--- src/occd_defs.svh ---
// offsets, field positions, reset values and timing values in ms and Hz of the current detector
`ifndef OCCD_DEFS_SVH
`define OCCD_DEFS_SVH

// =====================================================================
// register offsets (byte addresses)
`define OCCD_ADDR_HIGH_LEVEL 8'h00
`define OCCD_ADDR_HIGH_PERIOD 8'h04
`define OCCD_ADDR_LOW_LEVEL 8'h08
`define OCCD_ADDR_LOW_PERIOD 8'h0C
`define OCCD_ADDR_TERM_SEL 8'h10
`define OCCD_ADDR_STATUS 8'h14
`define OCCD_ADDR_IRQ_STS 8'h18
`define OCCD_ADDR_IRQ_MASK 8'h1C

// =====================================================================
// reset values and legal maxima (levels in 0.1 %, periods in 10 ms)
`define OCCD_RST_HIGH_LEVEL 12'h5DC
`define OCCD_MAX_HIGH_LEVEL 12'h7D0
`define OCCD_RST_HIGH_PERIOD 10'h000
`define OCCD_MAX_HIGH_PERIOD 10'h3E8
`define OCCD_RST_LOW_LEVEL 12'h032
`define OCCD_MAX_LOW_LEVEL 12'h7D0
`define OCCD_RST_LOW_PERIOD 10'h032
`define OCCD_MAX_LOW_PERIOD 10'h064
`define OCCD_RST_TERM_SEL 8'h09
`define OCCD_RATED_LEVEL 12'h3E8

// =====================================================================
// field positions
`define OCCD_STS_OC_FLAG 0
`define OCCD_STS_ZERO_FLAG 1
`define OCCD_STS_OC_ACTIVE 2
`define OCCD_STS_ZERO_ACTIVE 3
`define OCCD_STS_TERM_LSB 4
`define OCCD_IRQ_OC 0
`define OCCD_IRQ_ZERO 1
`define OCCD_SEL_NONE 2'h0
`define OCCD_SEL_OC 2'h1
`define OCCD_SEL_ZERO 2'h2

// =====================================================================
// timing: times in ms, clock in Hz, counts derived in the module
`define OCCD_CLK_HZ 32'h01312D00
`define OCCD_TICK_MS 32'h00000001
`define OCCD_PERIOD_STEP_MS 14'h000A
`define OCCD_MIN_QUAL_MS 14'h0032
`define OCCD_HIGH_FLOOR_MS 14'h0000
`define OCCD_LOW_FLOOR_MS 14'h0028
`define OCCD_HOLD_MS 7'h64

`endif

--- src/occd_pkg.sv ---
// types shared by the current detector
package occd_pkg;

  // ===================================================================
  // detector states
  typedef enum logic [1:0] {
    OCCD_IDLE = 2'b00,
    OCCD_QUAL = 2'b01,
    OCCD_ON = 2'b10,
    OCCD_HOLD = 2'b11
  } occd_state_t;

  // ===================================================================
  // one detector's state
  typedef struct packed {
    occd_state_t st;
    logic [13:0] qual;
    logic [6:0] hold;
  } occd_det_t;

  // ===================================================================
  // register port request
  typedef struct packed {
    logic [7:0] addr;
    logic [15:0] wdata;
    logic wr;
    logic rd;
  } occd_req_t;

endpackage : occd_pkg

--- src/occd_detect.sv ---
// output current threshold detector with register port and terminal routing
//
// Summary of operation
// - overcurrent flag after sustained high current
// - levels in 0.1 % of rated current
// - high level 0..200 %, reset 150 %
// - high period 0..10 s, reset 0
// - zero high period means 50 ms
// - overcurrent flag held at least 100 ms
// - overcurrent detection active during auto tuning
// - zero flag after sustained low current
// - low level 0..200 %, reset 5 %
// - low period 0..1 s, reset 0.5 s
// - low period up to 40 ms means 50 ms
// - zero flag held 100 ms after condition
// - zero detection active during online tuning
// - flags routed to selected open collector terminals
//
// The placing of the registers and strobed register access are this design's own decisions.
`timescale 1ns/1ps
`default_nettype none
`include "occd_defs.svh"

module occd_detect #(
  parameter int TICK_CYCLES = `OCCD_CLK_HZ / 32'd1000 * `OCCD_TICK_MS,
  parameter int TERMS = 4
) (
  input wire logic clock,
  input wire logic rst_n,
  input wire logic ce,
  input wire occd_pkg::occd_req_t bus_req,
  output logic [15:0] bus_rdata,
  input wire logic [11:0] current_level,
  input wire logic drive_running,
  input wire logic tune_online,
  input wire logic tune_offline,
  input wire logic [TERMS-1:0] term_in,
  output logic [TERMS-1:0] term_out,
  output logic [TERMS-1:0] term_oe,
  output logic overcurrent_detect_flag,
  output logic zero_current_flag,
  output logic irq
);
  import occd_pkg::*;

  // ===================================================================
  // functions
  // qualification time in ms, short settings raised to the minimum
  function automatic logic [13:0] period_to_ms(
    input logic [9:0] p,
    input logic [13:0] floor_ms
  );
    logic [13:0] ms;
    ms = {4'h0, p} * `OCCD_PERIOD_STEP_MS;
    return (ms <= floor_ms) ? `OCCD_MIN_QUAL_MS : ms;
  endfunction : period_to_ms

  // write strobe aimed at one register
  function automatic logic wr_hit(
    input occd_req_t r,
    input logic [7:0] a
  );
    return r.wr && r.addr == a;
  endfunction : wr_hit

  // setting within its legal range
  function automatic logic fits(
    input logic [15:0] d,
    input logic [15:0] max
  );
    return d <= max;
  endfunction : fits

  // hold count down, stops at zero
  function automatic logic [6:0] hold_dec(
    input logic [6:0] h
  );
    return (h == 7'h00) ? 7'h00 : h - 7'h01;
  endfunction : hold_dec

  // flag selected by a terminal's routing code
  function automatic logic sel_flag(
    input logic [1:0] code,
    input logic oc_on,
    input logic zero_on
  );
    case (code)
      `OCCD_SEL_OC: return oc_on;
      `OCCD_SEL_ZERO: return zero_on;
      default: return 1'b0;
    endcase
  endfunction : sel_flag

  // status word layout
  function automatic logic [15:0] status_word(
    input logic oc_on,
    input logic zero_on,
    input logic oc_win,
    input logic zero_win,
    input logic [TERMS-1:0] lvl
  );
    logic [15:0] w;
    w = 16'h0000;
    w[`OCCD_STS_OC_FLAG] = oc_on;
    w[`OCCD_STS_ZERO_FLAG] = zero_on;
    w[`OCCD_STS_OC_ACTIVE] = oc_win;
    w[`OCCD_STS_ZERO_ACTIVE] = zero_win;
    w[`OCCD_STS_TERM_LSB +: TERMS] = lvl;
    return w;
  endfunction : status_word

  // one detector's next state
  function automatic occd_det_t det_step(
    input occd_det_t cur,
    input logic cond,
    input logic tick,
    input logic [13:0] target,
    input logic hold_from_set
  );
    occd_det_t nx;
    nx = cur;
    case (cur.st)
      OCCD_IDLE: begin
        if (cond) begin
          nx.st = OCCD_QUAL;
          nx.qual = 14'h0000;
        end
      end
      OCCD_QUAL: begin
        if (!cond) begin
          nx.st = OCCD_IDLE;
        end else if (tick) begin
          if (cur.qual >= target) begin
            nx.st = OCCD_ON;
            nx.hold = `OCCD_HOLD_MS;
          end else begin
            nx.qual = cur.qual + 14'h0001;
          end
        end
      end
      OCCD_ON: begin
        if (hold_from_set) begin
          if (tick) begin
            nx.hold = hold_dec(cur.hold);
          end
          if (!cond && cur.hold == 7'h00) begin
            nx.st = OCCD_IDLE;
          end
        end else if (!cond) begin
          nx.st = OCCD_HOLD;
          nx.hold = `OCCD_HOLD_MS;
        end
      end
      OCCD_HOLD: begin
        if (cond) begin
          nx.st = OCCD_ON;
        end else if (tick) begin
          if (cur.hold == 7'h00) begin
            nx.st = OCCD_IDLE;
          end else begin
            nx.hold = hold_dec(cur.hold);
          end
        end
      end
      default: begin
        nx.st = OCCD_IDLE;
      end
    endcase
    return nx;
  endfunction : det_step

  // ===================================================================
  // declarations
  logic [31:0] tick_cnt_r;
  logic [31:0] tick_cnt_nxt;
  logic tick;
  logic [11:0] high_level_r;
  logic [9:0] high_period_r;
  logic [11:0] low_level_r;
  logic [9:0] low_period_r;
  logic [7:0] term_sel_r;
  logic [1:0] irq_sts_r;
  logic [1:0] irq_sts_nxt;
  logic [1:0] irq_mask_r;
  logic [15:0] rdata_r;
  logic [15:0] rdata_nxt;
  occd_det_t oc_r;
  occd_det_t oc_nxt;
  occd_det_t zero_r;
  occd_det_t zero_nxt;
  logic oc_flag_r;
  logic zero_flag_r;
  logic oc_flag_nxt;
  logic zero_flag_nxt;
  logic [TERMS-1:0] term_oe_r;
  logic [TERMS-1:0] term_oe_nxt;
  logic [TERMS-1:0] term_s1_r;
  logic [TERMS-1:0] term_s2_r;
  logic [TERMS-1:0] term_s3_r;
  logic [TERMS-1:0] term_lvl_r;
  logic [TERMS-1:0] term_lvl_nxt;

  // ===================================================================
  // register decode
  wire wr_high_level = wr_hit(bus_req, `OCCD_ADDR_HIGH_LEVEL);
  wire wr_high_period = wr_hit(bus_req, `OCCD_ADDR_HIGH_PERIOD);
  wire wr_low_level = wr_hit(bus_req, `OCCD_ADDR_LOW_LEVEL);
  wire wr_low_period = wr_hit(bus_req, `OCCD_ADDR_LOW_PERIOD);
  wire wr_term_sel = wr_hit(bus_req, `OCCD_ADDR_TERM_SEL);
  wire wr_irq_sts = wr_hit(bus_req, `OCCD_ADDR_IRQ_STS);
  wire wr_irq_mask = wr_hit(bus_req, `OCCD_ADDR_IRQ_MASK);

  // out of range settings are ignored
  wire high_level_ok = fits(bus_req.wdata, {4'h0, `OCCD_MAX_HIGH_LEVEL});
  wire high_period_ok = fits(bus_req.wdata, {6'h00, `OCCD_MAX_HIGH_PERIOD});
  wire low_level_ok = fits(bus_req.wdata, {4'h0, `OCCD_MAX_LOW_LEVEL});
  wire low_period_ok = fits(bus_req.wdata, {6'h00, `OCCD_MAX_LOW_PERIOD});

  // ===================================================================
  // millisecond tick
  assign tick = tick_cnt_r == 32'(TICK_CYCLES - 1);
  assign tick_cnt_nxt = tick ? 32'h00000000 : tick_cnt_r + 32'h00000001;

  // ===================================================================
  // comparisons and detection windows
  wire oc_active = drive_running || tune_online || tune_offline;
  wire zero_active = drive_running || tune_online;
  wire oc_cond = oc_active && current_level > high_level_r;
  wire zero_cond = zero_active && current_level < low_level_r;
  wire [13:0] oc_target = period_to_ms(high_period_r, `OCCD_HIGH_FLOOR_MS);
  wire [13:0] zero_target = period_to_ms(low_period_r, `OCCD_LOW_FLOOR_MS);

  assign oc_nxt = det_step(oc_r, oc_cond, tick, oc_target, 1'b1);
  assign zero_nxt = det_step(zero_r, zero_cond, tick, zero_target, 1'b0);
  assign oc_flag_nxt = oc_nxt.st == OCCD_ON;
  assign zero_flag_nxt = zero_nxt.st == OCCD_ON || zero_nxt.st == OCCD_HOLD;

  // ===================================================================
  // terminal routing
  always_comb begin
    for (int i = 0; i < TERMS; i++) begin
      term_oe_nxt[i] = sel_flag(term_sel_r[2*(i%4) +: 2], oc_flag_nxt, zero_flag_nxt);
    end
  end

  // terminal readback: change accepted when second and third stages agree
  assign term_lvl_nxt = (~(term_s2_r ^ term_s3_r) & term_s3_r)
                      | ((term_s2_r ^ term_s3_r) & term_lvl_r);

  // ===================================================================
  // interrupt status: a new event wins over a clear
  wire [1:0] irq_ev = {zero_flag_nxt & ~zero_flag_r, oc_flag_nxt & ~oc_flag_r};
  wire [1:0] irq_clr = wr_irq_sts ? bus_req.wdata[1:0] : 2'h0;
  assign irq_sts_nxt = (irq_sts_r & ~irq_clr) | irq_ev;

  // ===================================================================
  // read mux
  always_comb begin
    rdata_nxt = 16'h0000;
    if (bus_req.rd) begin
      case (bus_req.addr)
        `OCCD_ADDR_HIGH_LEVEL: rdata_nxt = {4'h0, high_level_r};
        `OCCD_ADDR_HIGH_PERIOD: rdata_nxt = {6'h00, high_period_r};
        `OCCD_ADDR_LOW_LEVEL: rdata_nxt = {4'h0, low_level_r};
        `OCCD_ADDR_LOW_PERIOD: rdata_nxt = {6'h00, low_period_r};
        `OCCD_ADDR_TERM_SEL: rdata_nxt = {8'h00, term_sel_r};
        `OCCD_ADDR_STATUS: rdata_nxt = status_word(oc_flag_r, zero_flag_r, oc_active,
                                                   zero_active, term_lvl_r);
        `OCCD_ADDR_IRQ_STS: rdata_nxt = {14'h0000, irq_sts_r};
        `OCCD_ADDR_IRQ_MASK: rdata_nxt = {14'h0000, irq_mask_r};
        default: rdata_nxt = 16'h0000;
      endcase
    end
  end

  // ===================================================================
  // settings
  always_ff @(posedge clock) begin
    if (!rst_n) begin
      high_level_r <= `OCCD_RST_HIGH_LEVEL;
      high_period_r <= `OCCD_RST_HIGH_PERIOD;
      low_level_r <= `OCCD_RST_LOW_LEVEL;
      low_period_r <= `OCCD_RST_LOW_PERIOD;
      term_sel_r <= `OCCD_RST_TERM_SEL;
      irq_mask_r <= 2'h0;
    end else if (ce) begin
      if (wr_high_level && high_level_ok) high_level_r <= bus_req.wdata[11:0];
      if (wr_high_period && high_period_ok) high_period_r <= bus_req.wdata[9:0];
      if (wr_low_level && low_level_ok) low_level_r <= bus_req.wdata[11:0];
      if (wr_low_period && low_period_ok) low_period_r <= bus_req.wdata[9:0];
      if (wr_term_sel) term_sel_r <= bus_req.wdata[7:0];
      if (wr_irq_mask) irq_mask_r <= bus_req.wdata[1:0];
    end
  end

  // ===================================================================
  // detectors and tick
  always_ff @(posedge clock) begin
    if (!rst_n) begin
      tick_cnt_r <= 32'h00000000;
      oc_r <= '{st: OCCD_IDLE, qual: 14'h0000, hold: 7'h00};
      zero_r <= '{st: OCCD_IDLE, qual: 14'h0000, hold: 7'h00};
      oc_flag_r <= 1'b0;
      zero_flag_r <= 1'b0;
      term_oe_r <= '0;
    end else if (ce) begin
      tick_cnt_r <= tick_cnt_nxt;
      oc_r <= oc_nxt;
      zero_r <= zero_nxt;
      oc_flag_r <= oc_flag_nxt;
      zero_flag_r <= zero_flag_nxt;
      term_oe_r <= term_oe_nxt;
    end
  end

  // ===================================================================
  // terminal synchroniser, interrupts, read data
  always_ff @(posedge clock) begin
    if (!rst_n) begin
      term_s1_r <= '0;
      term_s2_r <= '0;
      term_s3_r <= '0;
      term_lvl_r <= '0;
      irq_sts_r <= 2'h0;
      rdata_r <= 16'h0000;
    end else if (ce) begin
      term_s1_r <= term_in;
      term_s2_r <= term_s1_r;
      term_s3_r <= term_s2_r;
      term_lvl_r <= term_lvl_nxt;
      irq_sts_r <= irq_sts_nxt;
      rdata_r <= rdata_nxt;
    end
  end

  // ===================================================================
  // outputs: open collector pulls low while a routed flag is on
  assign term_out = '0;
  assign term_oe = term_oe_r;
  assign overcurrent_detect_flag = oc_flag_r;
  assign zero_current_flag = zero_flag_r;
  assign bus_rdata = rdata_r;
  assign irq = |(irq_sts_r & irq_mask_r);

endmodule : occd_detect

`default_nettype wire

--- config.mk ---
export PLATFORM = sky130hd
export DESIGN_NAME = occd_detect
export DESIGN_NICKNAME = d
export VERILOG_FILES = /design/src/occd_pkg.sv /design/src/occd_detect.sv
export VERILOG_INCLUDE_DIRS = /design/src
export SDC_FILE = /design/constraint.sdc
export NUM_CORES = 1
export LEC_CHECK = 0
export ABC_AREA = 1
export BUFFER_PORTS_ARGS = -buffer_cell sky130_fd_sc_hd__buf_2
export CAP_MARGIN = 10
export CORE_MARGIN = 1.5
export CORE_UTILIZATION = 45
export DETAILED_ROUTE_END_ITERATION = 7
export GPL_ROUTABILITY_DRIVEN = 0
export PLACE_DENSITY = 0.68
export SLEW_MARGIN = 40
export SYNTH_ARGS = -nofsm -noshare
export SYNTH_HDL_FRONTEND = slang
export SYNTH_SLANG_ARGS = --single-unit
--- constraint.sdc ---
create_clock -name clock -period 5.55 [get_ports clock]
set_clock_uncertainty 0.2 [all_clocks]
set_input_delay 0 -clock clock [delete_from_list [all_inputs] [get_ports clock]]
set_output_delay 0 -clock clock [all_outputs]
set_load 0.005 [all_outputs]
==> summary by stage, run 1 <==
Worst setup path
The end of the worst register-to-register path is irq_sts_r[0]. The first element of the critical path is high_period_r[3]. The logic depth of the worst register-to-register path is 26. Counting buffers and inverters, the worst setup path is 26 cells deep. The critical path capture point type is a flop. The critical path launch point type is a flop.

The largest single stage delay on the critical path is ~0.55 ns. The internal reg-to-reg setup slack is ~0.75 ns. The reg-to-reg critical path startpoint is high_period_r[3].

The critical path contains buffers and inverters numbering 2 combined. The slowest stage cell on the critical path is sky130_fd_sc_hd__dlygate4sd3_1. The critical path required time is between 5 and 6 ns. The maximum fanout along the worst path is 5. The kind of cell with the highest combined delay along the critical path is simple AND/OR/NAND/NOR gates. The arrival time at the worst endpoint is 4.98 ns.

The critical path class is reg2reg. The most common cell type on the critical path is sky130_fd_sc_hd__nand2_1.

Final layout
The post-synthesis to final-layout area growth is 13.5%. The net total in the final layout is 1760. 0 antenna diodes ended up in the layout.

The core occupancy in the finished layout is 0.518. The count of filler cells inserted in the layout is 2313. Of the cells placed in the final design, the portion with a size suffix greater than 1 is 0.0881.

CTS
The number of buffers created by CTS is 17. The CTS tree is yes. The H-tree generated during clock tree synthesis spans 4 levels. The clock tree root buffer cell is sky130_fd_sc_hd__clkbuf_16. Post-CTS repair changed the size of 0 cells. The CTS clock-pin slew for the worst setup and hold paths is 0.07 ns. The maximum clock path buffer count is 2. Once the clock tree was built, the setup fixing pass inserted 0 buffers.

The TritonCTS sink count is 168. The insertion delay to the later sink of the worst-skew pair is ~0.44 ns.

STA
The final sum of negative setup slack is 0 ns. Setup repair after global routing left no endpoint under its margin. Counting I/O delays and the setup requirement, the final critical path takes around 4.8 ns. The hold violation count in the final report is 0. The measured slew at the worst slew-check pin is 0.826 ns. The fraction of the cycle the final worst path needs is 0.864. Static timing analysis puts the maximum clock frequency at approximately 210 MHz. Setup violations remaining at the end of the flow were counted as 0. The headroom to the max-slew limit is 0.447. The number of max-slew violations in the final report is 0.

Hold path
The cell count of the worst hold path is 6. The source of the worst hold timing path is bus_req[23]. For hold timing, the worst endpoint is bus_rdata[1]. The class of the tightest hold or removal check is in2reg.

GRT
Global routing finished with a remaining overflow of 0. The first global-routing pass estimated 45400 um of wire. The initial antenna violation count came to 0. Entering global routing, the biggest net connects between 60 and 70 pins. The via count of the first global-routing pass was around 9300.

For this run, the total global-route usage over all layers was measured as 0.230.

Logic synthesis
The post-synthesis sequential area ratio is 0.315. The mapped netlist covers 0.0107 sq mm. The dominant synthesized flop cell is sky130_fd_sc_hd__dfxtp_1. The synthesis warning total is 0.

The synthesized instance count is between 1500 and 2000. The synthesized netlist contains 52 unique library cells. The post-synthesis async set-or-reset flop share is 0. The number of synthesized register bits is 168. The share of synthesized area in the top cell type comes to 0.315. The most area-hungry cell type in the Yosys netlist is sky130_fd_sc_hd__dfxtp_1.

The mean cell area of the mapped netlist is between 6 and 7 sq um. By area the synthesized netlist is led by sky130_fd_sc_hd__dfxtp_1 31%, sky130_fd_sc_hd__ha_1 12%, sky130_fd_sc_hd__nand2_1 9.8%, sky130_fd_sc_hd__inv_1 7.1%, sky130_fd_sc_hd__a21oi_1 6.1%. The count of flip-flops with a built-in enable after synthesis is 0.

Drt
For this block, the routed nets add up to roughly 28000 um of wire. The length of the first detailed-routing pass in iterations is 6. The detailed router placed 10200 vias in this run. The post-detailed-route wirelength per cell is 14.2 um. In this run the remaining antenna-violating nets after routing total 0.

Using the TritonRoute via totals, the vias-per-cell ratio works out to 5.24. After the first detailed-routing iteration, the DRC count stood at 766. For this run, design rule violations remaining after detail routing come to 0.

Power
Power spread over the standard cell area amounts to 221 mW/mm^2. The worst-case IR drop observed on VDD is 175 uV. For this design the static power due to leakage is 5.37 nW.

Placed design
The number of port buffers is 66. The detailed placement HPWL is 20600 um.

Die
In this run the standard cell core region covers 0.0234 sq mm. The die is around 160 um tall. The floorplan die area is 0.0247 sq mm. The floorplan has 56 rows.

The initial utilization of the core area, before any placement, comes to 0.457. From left edge to right edge, the die measures 157 um. During I/O placement, the number of pins put on the boundary was 75.

Flow run
The number of max-cap violations is 0.

Status
The flow ran to the end, and the final reports show no timing, DRC or antenna violations.
[how the worst max path moves through the flow]
stage                    to  slack (ns)
3_5_place_dp     zero_r[15]        1.06
2_1_floorplan    zero_r[15]        1.64
3_3_place_gp     zero_r[15]        1.21
5_1_grt        irq_sts_r[0]        0.25
4_1_cts        irq_sts_r[0]        0.77
6_report       irq_sts_r[0]        0.75
[cells in the mapped netlist, types with 2 or more instances]
master and instances:
sky130_fd_sc_hd__a211oi_1 15, sky130_fd_sc_hd__a21o_1 3, sky130_fd_sc_hd__a21oi_1 131, sky130_fd_sc_hd__a31oi_1 4, sky130_fd_sc_hd__and2_1 2, sky130_fd_sc_hd__buf_2 7
sky130_fd_sc_hd__buf_4 10, sky130_fd_sc_hd__clkbuf_1 29, sky130_fd_sc_hd__dfxtp_1 168, sky130_fd_sc_hd__fa_1 2, sky130_fd_sc_hd__ha_1 99, sky130_fd_sc_hd__inv_1 201
sky130_fd_sc_hd__inv_2 10, sky130_fd_sc_hd__nand2_1 279, sky130_fd_sc_hd__nand2_2 6, sky130_fd_sc_hd__nand3_1 73, sky130_fd_sc_hd__nand3_2 2, sky130_fd_sc_hd__nand4_1 32
sky130_fd_sc_hd__nor2_1 171, sky130_fd_sc_hd__nor2_2 5, sky130_fd_sc_hd__nor2_4 6, sky130_fd_sc_hd__nor3_1 45, sky130_fd_sc_hd__nor3_2 3, sky130_fd_sc_hd__nor3b_1 7
sky130_fd_sc_hd__nor4_1 12, sky130_fd_sc_hd__o2111ai_1 5, sky130_fd_sc_hd__o211ai_1 17, sky130_fd_sc_hd__o21a_1 9, sky130_fd_sc_hd__o21ai_0 101, sky130_fd_sc_hd__o21ai_1 6
sky130_fd_sc_hd__o21bai_1 3, sky130_fd_sc_hd__o22ai_1 13, sky130_fd_sc_hd__o31ai_1 5, sky130_fd_sc_hd__or2_2 3, sky130_fd_sc_hd__xnor2_1 12, sky130_fd_sc_hd__xor2_1 23
[cell type report]
cell class,count,area [sq um],share of cell area
clock buffer,18,439,0.0362
clock inverter,14,154,0.0127
inverter,211,795,0.0655
multi-input combinational,1115,6330,0.522
sequential,168,3360,0.277
tap,319,399,0.0329
timing repair buffer,98,643,0.0531
[cells by family after synthesis]
group / synth area share
AND/OR/NAND/NOR: 0.272
AO/OA/AOI/OAI: 0.168
buffers and inverters: 0.0960
flip-flops: 0.315
adder cells (fa/ha/maj): 0.120
XOR/XNOR: 0.0287
other: 0.000351
[cells in the final DEF, fill, tap and decap left out, drive strengths merged, types with 7 or more instances in the layout]
cell and instances:
o21a 9, clkbuf 18, nor4 12, a211oi 15, o21ai 108, nand4 33
nand3 76, dfxtp 168, conb 8, nor2 182, inv 219, xor2 23
dlygate4sd3 29, nor3b 7, ha 99, buf 69, a21oi 132, xnor2 12
o22ai 13, nand2 285, o211ai 17, nor3 49
[routing by layer]
metal	track usage	share of wire	up-vias
met5	0	0	-
met4	0.0755	0.022	0
met3	0.0333	0.052	38
met2	0.382	0.46	259
met1	0.308	0.47	4630
li1	-	-	5256
[through the flow]
stage | instances | area (sq um) | worst slack (ns) | hold slack (ns) | power [W]
2_1_floorplan | 1542 | 10700 | 1.64 | -0.0696 | 0.00141
3_5_place_dp | 1882 | 11200 | 1.06 | 0.0333 | 0.00148
6_report | 1943 | 12100 | 0.755 | 0.0431 | 0.00268
5_1_grt | 1943 | 12100 | 0.250 | 0.0557 | 0.00278
4_1_cts | 1943 | 12100 | 0.775 | 0.00245 | 0.00270
3_3_place_gp | 1881 | 11200 | 1.21 | 0.0226 | 0.00148
[where the power goes]
group          switching (W)  internal, W
Sequential         0.0000145      0.00122
Clock               0.000565     0.000650
Combinational       0.000153    0.0000791
Total               0.000732      0.00195
[what timing repair did]
action	CTS	global route
hold buffers	29	0
setup endpoints to repair	0	0
endpoints found under the hold margin	79	0
[sequential cells by signal, summed over array words and instances, names as in the netlist, named ones only]
register / cells
zero_current_flag: 1
high_period_r: 10
irq_sts_r: 2
irq_mask_r: 2
bus_rdata: 12
term_s2_r: 4
zero_r: 23
term_s3_r: 4
tick_cnt_r: 32
overcurrent_detect_flag: 1
term_s1_r: 4
high_level_r: 12
low_level_r: 12
oc_r: 23
term_oe: 4
low_period_r: 10
term_sel_r: 8
[worst reg2reg max path, stage by stage, from the launching register on]
cell and delay [ns]:
sky130_fd_sc_hd__dfxtp_1 0.39, sky130_fd_sc_hd__ha_1 0.26, sky130_fd_sc_hd__ha_1 0.24, sky130_fd_sc_hd__fa_1 0.41
sky130_fd_sc_hd__nand3_1 0.09, sky130_fd_sc_hd__nand2_1 0.08, sky130_fd_sc_hd__a21oi_1 0.13, sky130_fd_sc_hd__o21bai_1 0.10
sky130_fd_sc_hd__xnor2_1 0.21, sky130_fd_sc_hd__nand3_1 0.11, sky130_fd_sc_hd__nor3_1 0.28, sky130_fd_sc_hd__a21oi_1 0.12
sky130_fd_sc_hd__ha_1 0.31, sky130_fd_sc_hd__nand2_1 0.08, sky130_fd_sc_hd__nor2_1 0.10, sky130_fd_sc_hd__nand2_1 0.06
sky130_fd_sc_hd__nand3_1 0.06, sky130_fd_sc_hd__nand2_1 0.06, sky130_fd_sc_hd__nand2_1 0.08, sky130_fd_sc_hd__inv_1 0.04
sky130_fd_sc_hd__nor2_1 0.13, sky130_fd_sc_hd__nand2_1 0.08, sky130_fd_sc_hd__nand3_2 0.11, sky130_fd_sc_hd__and2_1 0.19
sky130_fd_sc_hd__nand4_1 0.12, sky130_fd_sc_hd__a21oi_1 0.15, sky130_fd_sc_hd__dlygate4sd3_1 0.55
Note: power is estimated with default switching activity, not from simulation.
==> inputs of run 2 (changes only) <==
==> constraint.sdc (replaced) <==
create_clock -name clock -period 5.35 [get_ports clock]
set_clock_uncertainty 0.2 [all_clocks]
set_input_delay 0 -clock clock [delete_from_list [all_inputs] [get_ports clock]]
set_output_delay 0 -clock clock [all_outputs]
set_load 0.005 [all_outputs]
==> summary by stage, run 2 (synthesis gave the netlist of run 1 again) <==
Die
The vertical extent of the die is 157 um. From left edge to right edge, the die measures 157 um. The floorplan has 56 rows. 75 I/O pins were placed. The area of the core is 0.0234 sq mm. The floorplan die area is between 0.02 and 0.025 sq mm. The initial utilization of the core area, before any placement, comes to 0.457.

GRT
Entering global routing, the biggest net connects around 70 pins. The global-route usage over all layers is 0.233. The initial antenna violation count is 0. The via count of the first global-routing pass is 9499. The first global-routing pass estimated 46000 um of wire. Summed over all layers, the global routing overflow is 0.

Final layout
The commonest non-fill, non-tap cell in the layout is sky130_fd_sc_hd__nand2_1. Summing all non-filler instances in the final layout gives an area of ~0.012 sq mm. The repair_antennas step left the layout with diodes totalling 0. tick_cnt_r holds more flip-flops than any other register. From synthesis to final layout, the design area changed by 14.0%. The register with the most flip-flops in the layout has 32 of them. The net total in the final layout is approximately 1800. In the layout the commonest cells are 279 x sky130_fd_sc_hd__nand2_1, 201 x sky130_fd_sc_hd__inv_1, 169 x sky130_fd_sc_hd__nor2_1. In the final layout, the share of cells above drive strength 1 is 0.0886.

The largest registers in the layout are tick_cnt_r: 32 flops, oc_r: 23 flops, zero_r: 23 flops.

Drt
Once detail routing completed, the nets flagged for antenna violations numbered 0. For this block, the routed nets add up to about 28000 um of wire. For this block, wires on met1 add up to 13200 um.

The number of vias per cell after detailed routing is between 5 and 6. For this run, design rule violations remaining after detail routing come to 0. The detailed route wirelength on metal2 is 12900 um. The routed design uses 1220 um of met3 wire. The detailed router used layers up to and including met4. The first detailed-routing pass ran for 5 iterations.

The routed via count is a little over 10000. After detailed routing, the average wire length per cell comes to about 14 um. The number of DRC violations after detailed-routing iteration 0 is 758.

CTS
The maximum clock path buffer count is 2. Buffers inserted during clock tree synthesis total 17. In this run, post-CTS hold repair placed 29 buffers.

In this run the post-CTS setup repair buffer count came out at 0. CTS placed an instance of sky130_fd_sc_hd__clkbuf_16 at the clock tree root. CTS built an H-tree with a depth of 4. For the worst-skew pair, the clock arrives at the later sink with an insertion delay of 0.44 ns.

The TritonCTS sink count is 168. The CTS tree is yes. Clock-pin slew was measured on the worst setup and hold paths at 0.07 ns. The post-cts repair resize count is 0.

Power
The total chip power is 0.00289 W. The power density over cell area is ~240 mW/mm^2. The maximum ir drop on the vdd rail is 185 uV. In this run the static leakage power is 5.41 nW.

Worst setup path
The slowest stage cell on the critical path is sky130_fd_sc_hd__dlygate4sd3_1. The maximum fanout along the worst path is 5. The arrival time at the worst endpoint is 4.98 ns.

The critical path required time is 5.53 ns. The largest single stage delay on the critical path is about 0.57 ns. The critical path launch point type is a flop. The critical path class is reg2reg. The critical path capture point type is a flop. The cell that appears most often on the critical path is sky130_fd_sc_hd__nand2_1.

Hold path
The class of the tightest hold or removal check is in2reg.

STA
Setup violations remaining at the end of the flow were counted as 0. For the pin with the worst max-slew slack, the measured transition is 0.802 ns. The number of max-slew violations in the final report is 0. The hold violation count in the final report is 7. Across all hold checks on the routed design, the worst slack comes to -0.0770 ns. The worst pin sits at a relative slew slack of 0.463. The maximum clock frequency is approximately 210 MHz. Setup repair after global routing left no endpoint under its margin.

In the finished design, the share of the clock period the worst path needs comes to 0.898. The minimum clock period is 4.80 ns. The final sum of negative setup slack is 0 ns.

Flow run
The tool flagged a number of max-cap violations equal to 0.

Status
The final reports fail on hold timing. The flow ran to the end, but the final reports show violations.

Placed design
Once placement finished, the instance area stood at 0.0112 sq mm. The number of port buffers is 66. The detailed placement HPWL is 20600 um.
[run 2: layer usage]
metal,vias to the layer above,GRT usage
met2,256,0.394
met1,4708,0.304
met4,0,0.0750
met5,-,0
met3,47,0.0336
li1,5269,-
[run 2: final timing paths]
check                           slack, ns             start            to  cells past startpoint
worst max register to register       0.55  high_period_r[3]  irq_sts_r[0]                     26
worst max-delay path                 0.55  high_period_r[3]  irq_sts_r[0]                     26
worst min register to register       0.26      bus_rdata[6]  bus_rdata[6]                      2
worst min-delay path                -0.08       bus_req[24]  bus_rdata[9]                      6
[run 2: per-stage QoR]
stage | hold WS (ns) | setup slack [ns] | std cells | util
after global routing | 0.00829 | 0.0744 | 1944 | 0.520
after CTS | 0.00376 | 0.590 | 1944 | 0.520
final | -0.0770 | 0.546 | 1944 | 0.520
after global placement | 0.0221 | 1.01 | 1882 | 0.480
after detailed placement | 0.0319 | 0.886 | 1883 | 0.480
after floorplan | -0.0696 | 1.44 | 1542 | -
[run 2: final cells by class]
type	instances	area, sq um
Fill cell	2356	11200
Multi-Input combinational cell	1115	6330
Sequential cell	168	3360
Inverter	211	795
Timing Repair Buffer	99	651
Clock buffer	18	429
Tap cell	319	399
Clock inverter	14	213
[run 2: where the power goes]
part	internal, W	leakage (nW)	switching, W
logic	0.0000825	3.74	0.000159
clock network	0.000798	0.307	0.000569
registers	0.00127	1.36	0.0000150
total	0.00215	5.41	0.000743
[run 2: critical path: cells and delay by family (launching register included)]
family / cells / cell delay [ns]
compound gates: 4 / 0.50
xor+xnor: 1 / 0.20
fa+ha+maj: 4 / 1.22
buf+inv: 2 / 0.61
flops: 1 / 0.39
simple gates: 15 / 1.62
==> inputs of run 3 (changes only) <==
--- a/config.mk
+++ b/config.mk
@@ -13,7 +13,7 @@
 export CORE_UTILIZATION = 45
 export DETAILED_ROUTE_END_ITERATION = 7
 export GPL_ROUTABILITY_DRIVEN = 0
-export PLACE_DENSITY = 0.68
+export PLACE_DENSITY = 0.71
 export SLEW_MARGIN = 40
 export SYNTH_ARGS = -nofsm -noshare
 export SYNTH_HDL_FRONTEND = slang
==> constraint.sdc (replaced) <==
create_clock -name clock -period 4.2 [get_ports clock]
set_clock_uncertainty 0.2 [all_clocks]
set_input_delay 0 -clock clock [delete_from_list [all_inputs] [get_ports clock]]
set_output_delay 0 -clock clock [all_outputs]
set_load 0.005 [all_outputs]
==> summary by stage, run 3 (synthesis gave the netlist of run 1 again) <==
Status
The flow ran to the end, and the final reports show no timing, DRC or antenna violations.

Power
The design draws 0.00361 W. The static leakage is 5.66 nW. In this run the power density over the cells is 280 mW/mm^2. VDD sags by at most 195 uV.

STA
Across all setup checks in the final design, the least slack found is 0.160 ns. Setup repair after global routing could not meet its margin everywhere. Timing would allow up to 248 MHz.

The measured slew at the worst slew-check pin is 0.697 ns. Adding up every negative setup slack in the final design gives 0 ns. The minimum clock period is slightly above 4 ns.

The number of setup violations in the final report is 0. The tightest hold path in the finished design has a slack of about 0.034 ns. The headroom to the max-slew limit is 0.531.

The number of max-slew violations in the final report came to 0. The hold violation count in the final report came to 0. Of the available clock period, the critical path in the final layout requires 0.962.

Flow run
Max-cap violations in this run came to 0.

Placed design
Detailed placement finished with a half-perimeter wire length of 21100 um. The pre-CTS worst setup slack is -0.140 ns. The number of port buffers is 66.

Worst setup path
The critical path contains buffers and inverters numbering 4 combined. The signal on the critical path passes through ha_4 > ha_4 > inv_4 > fa_2 > o21ai_2 > buf_6 > a21oi_2 > o21bai_1 > xor2_1 > nor2_1 > nand2_1 > inv_2 > nor2_4 > ha_4 > a21o_1 > a21oi_1 > nand2_1 > nand2_1 > nand2_2 > o21ai_2 > nand2_4 > o21ai_4 > inv_2 > and3_1. The stage delay of the slowest cell on the critical path is between 0.3 and 0.4 ns. The worst setup path is launched from a flop.

The largest individual stage delay along the critical path comes from the cell sky130_fd_sc_hd__dfxtp_4. The critical path required time is 4.33 ns. STA classifies the critical path endpoint as a flop. The critical path runs through a total of 24 cells. The critical path class is reg2reg.

The cell type group with the largest total delay on the critical path is compound AO/OA/AOI/OAI gates. The arrival time at the worst endpoint is 4.17 ns. Along the worst path, the maximum fanout reaches 7. The logic depth of the worst register-to-register path is 24.

Die
The die span in x is 157 um. The number of top-level design ports is 75. The vertical extent of the die is 157 um. The die covers 0.0247 sq mm. Row generation in the floorplan step produced 56 rows. For this configuration, the core starts out at a cell density of 0.457.

After floorplanning, the core was sized to cover around 0.023 sq mm.

Final layout
The net total in the final layout is 1802. Relative to the synthesized area, the layout overhead comes to 20.9%. The register bank with the most flops is tick_cnt_r. In the layout the commonest cells are 263 x sky130_fd_sc_hd__nand2_1, 198 x sky130_fd_sc_hd__inv_1, 162 x sky130_fd_sc_hd__nor2_1. The commonest non-fill, non-tap cell in the layout is sky130_fd_sc_hd__nand2_1.

In the final layout, the registers with the most flip-flops are tick_cnt_r: 32 flops, oc_r: 23 flops, zero_r: 23 flops. The core occupancy in the finished layout is 0.552. The flip-flop count of the largest register, all copies and words added is 32. The repair_antennas step left the layout with diodes totalling 0. The share of cells above drive strength 1 is 0.158.

CTS
For this design, the sink count on the clock tree is about 170. Clock latency on the worst-skew pair, taken at its later pin, is 0.44 ns. In this run, CTS created clock tree buffers numbering 17. The number of levels the H-tree was split into is 4.

Clock-pin slew was measured on the worst setup and hold paths at 0.08 ns. The tree is rooted in a sky130_fd_sc_hd__clkbuf_16. The maximum clock path buffer count is 2. TritonCTS built the clock tree.

Drt
The routed design has just under 30000 um of wire. In the final routed layout, each cell accounts on average for 14.6 um. The final route contains 10600 vias. The post-detailed-route count of antenna-violating nets is 0.

In the routed layout, each cell is associated on average with a via count of between 5 and 6. For this block, the initial DRC count from the detailed router was 901. The DRC violations left is 0. The length of the first detailed-routing pass in iterations is 8.

GRT
The largest net degree at the start of global routing is 55. The aggregate global routing overflow is 0. The first-pass GRT wire length is 46600 um. The initial antenna violation count is 0.

For this run, the total global-route usage over all layers was measured as 0.237. The via count of the first global-routing pass is 9698.

Hold path
In this run the worst hold path is classified as in2reg. Counting instances, the worst hold path has a depth of 5.
## run 3: cell types whose count changed in the layout (fill, tap and decap cells not counted), moves of 11 or more
cell | before | now
sky130_fd_sc_hd__nand2_1 | 279 | 263
sky130_fd_sc_hd__nand2_2 | 6 | 19
sky130_fd_sc_hd__a21oi_1 | 131 | 120
sky130_fd_sc_hd__ha_1 | 99 | 87
sky130_fd_sc_hd__buf_4 | 4 | 30
sky130_fd_sc_hd__a21oi_2 | 0 | 11
## run 3: tightest hold or removal path, delay by kind of cell
kind	cells	cell delay [ns]
buf+inv	2	0.34
compound gates	1	0.10
simple gates	2	0.18
## run 3: final cells by class
type / instances / area (sq um)
clock inverter: 15 / 175
tap: 319 / 399
sequential: 168 / 3380
timing repair buffer: 140 / 1000
fill: 2249 / 10500
clock buffer: 17 / 425
inverter: 211 / 802
multi-input combinational: 1115 / 6730
## run 3: per-layer routing
metal / global-route usage / share of wire
met1: 0.314 / 0.46
met2: 0.396 / 0.47
met3: 0.0303 / 0.043
met4: 0.0863 / 0.024
met5: 0 / 0
## run 3: what timing repair did
action | CTS | global route
setup endpoints to repair | 34 | 54
resized for setup | 8 | 111
setup buffers | 6 | 8
hold buffers | 37 | 0
hold endpoints to repair | 85 | 0
pin swaps | 8 | 54
## run 3: final timing paths
kind | from | to | slack, ns
worst max-delay path | low_period_r[3] | zero_r[15] | 0.16
worst min-delay path | bus_req[13] | high_level_r[1] | 0.03
worst max register to register | low_period_r[3] | zero_r[15] | 0.16
worst min register to register | high_level_r[11] | high_level_r[11] | 0.26
## run 3: stage by stage
stage	area [sq um]	std cells
detailed placement	11400	1902
floorplan	10700	1542
global route	12900	1985
finish	12900	1985
global placement	11400	1902
CTS	12400	1977
## run 3: report_power, final
| group | internal [W] | switching [W] |
|---|---|---|
| registers | 0.00161 | 0.0000218 |
| logic | 0.000129 | 0.000219 |
| clock network | 0.000854 | 0.000775 |
| total | 0.00260 | 0.00102 |
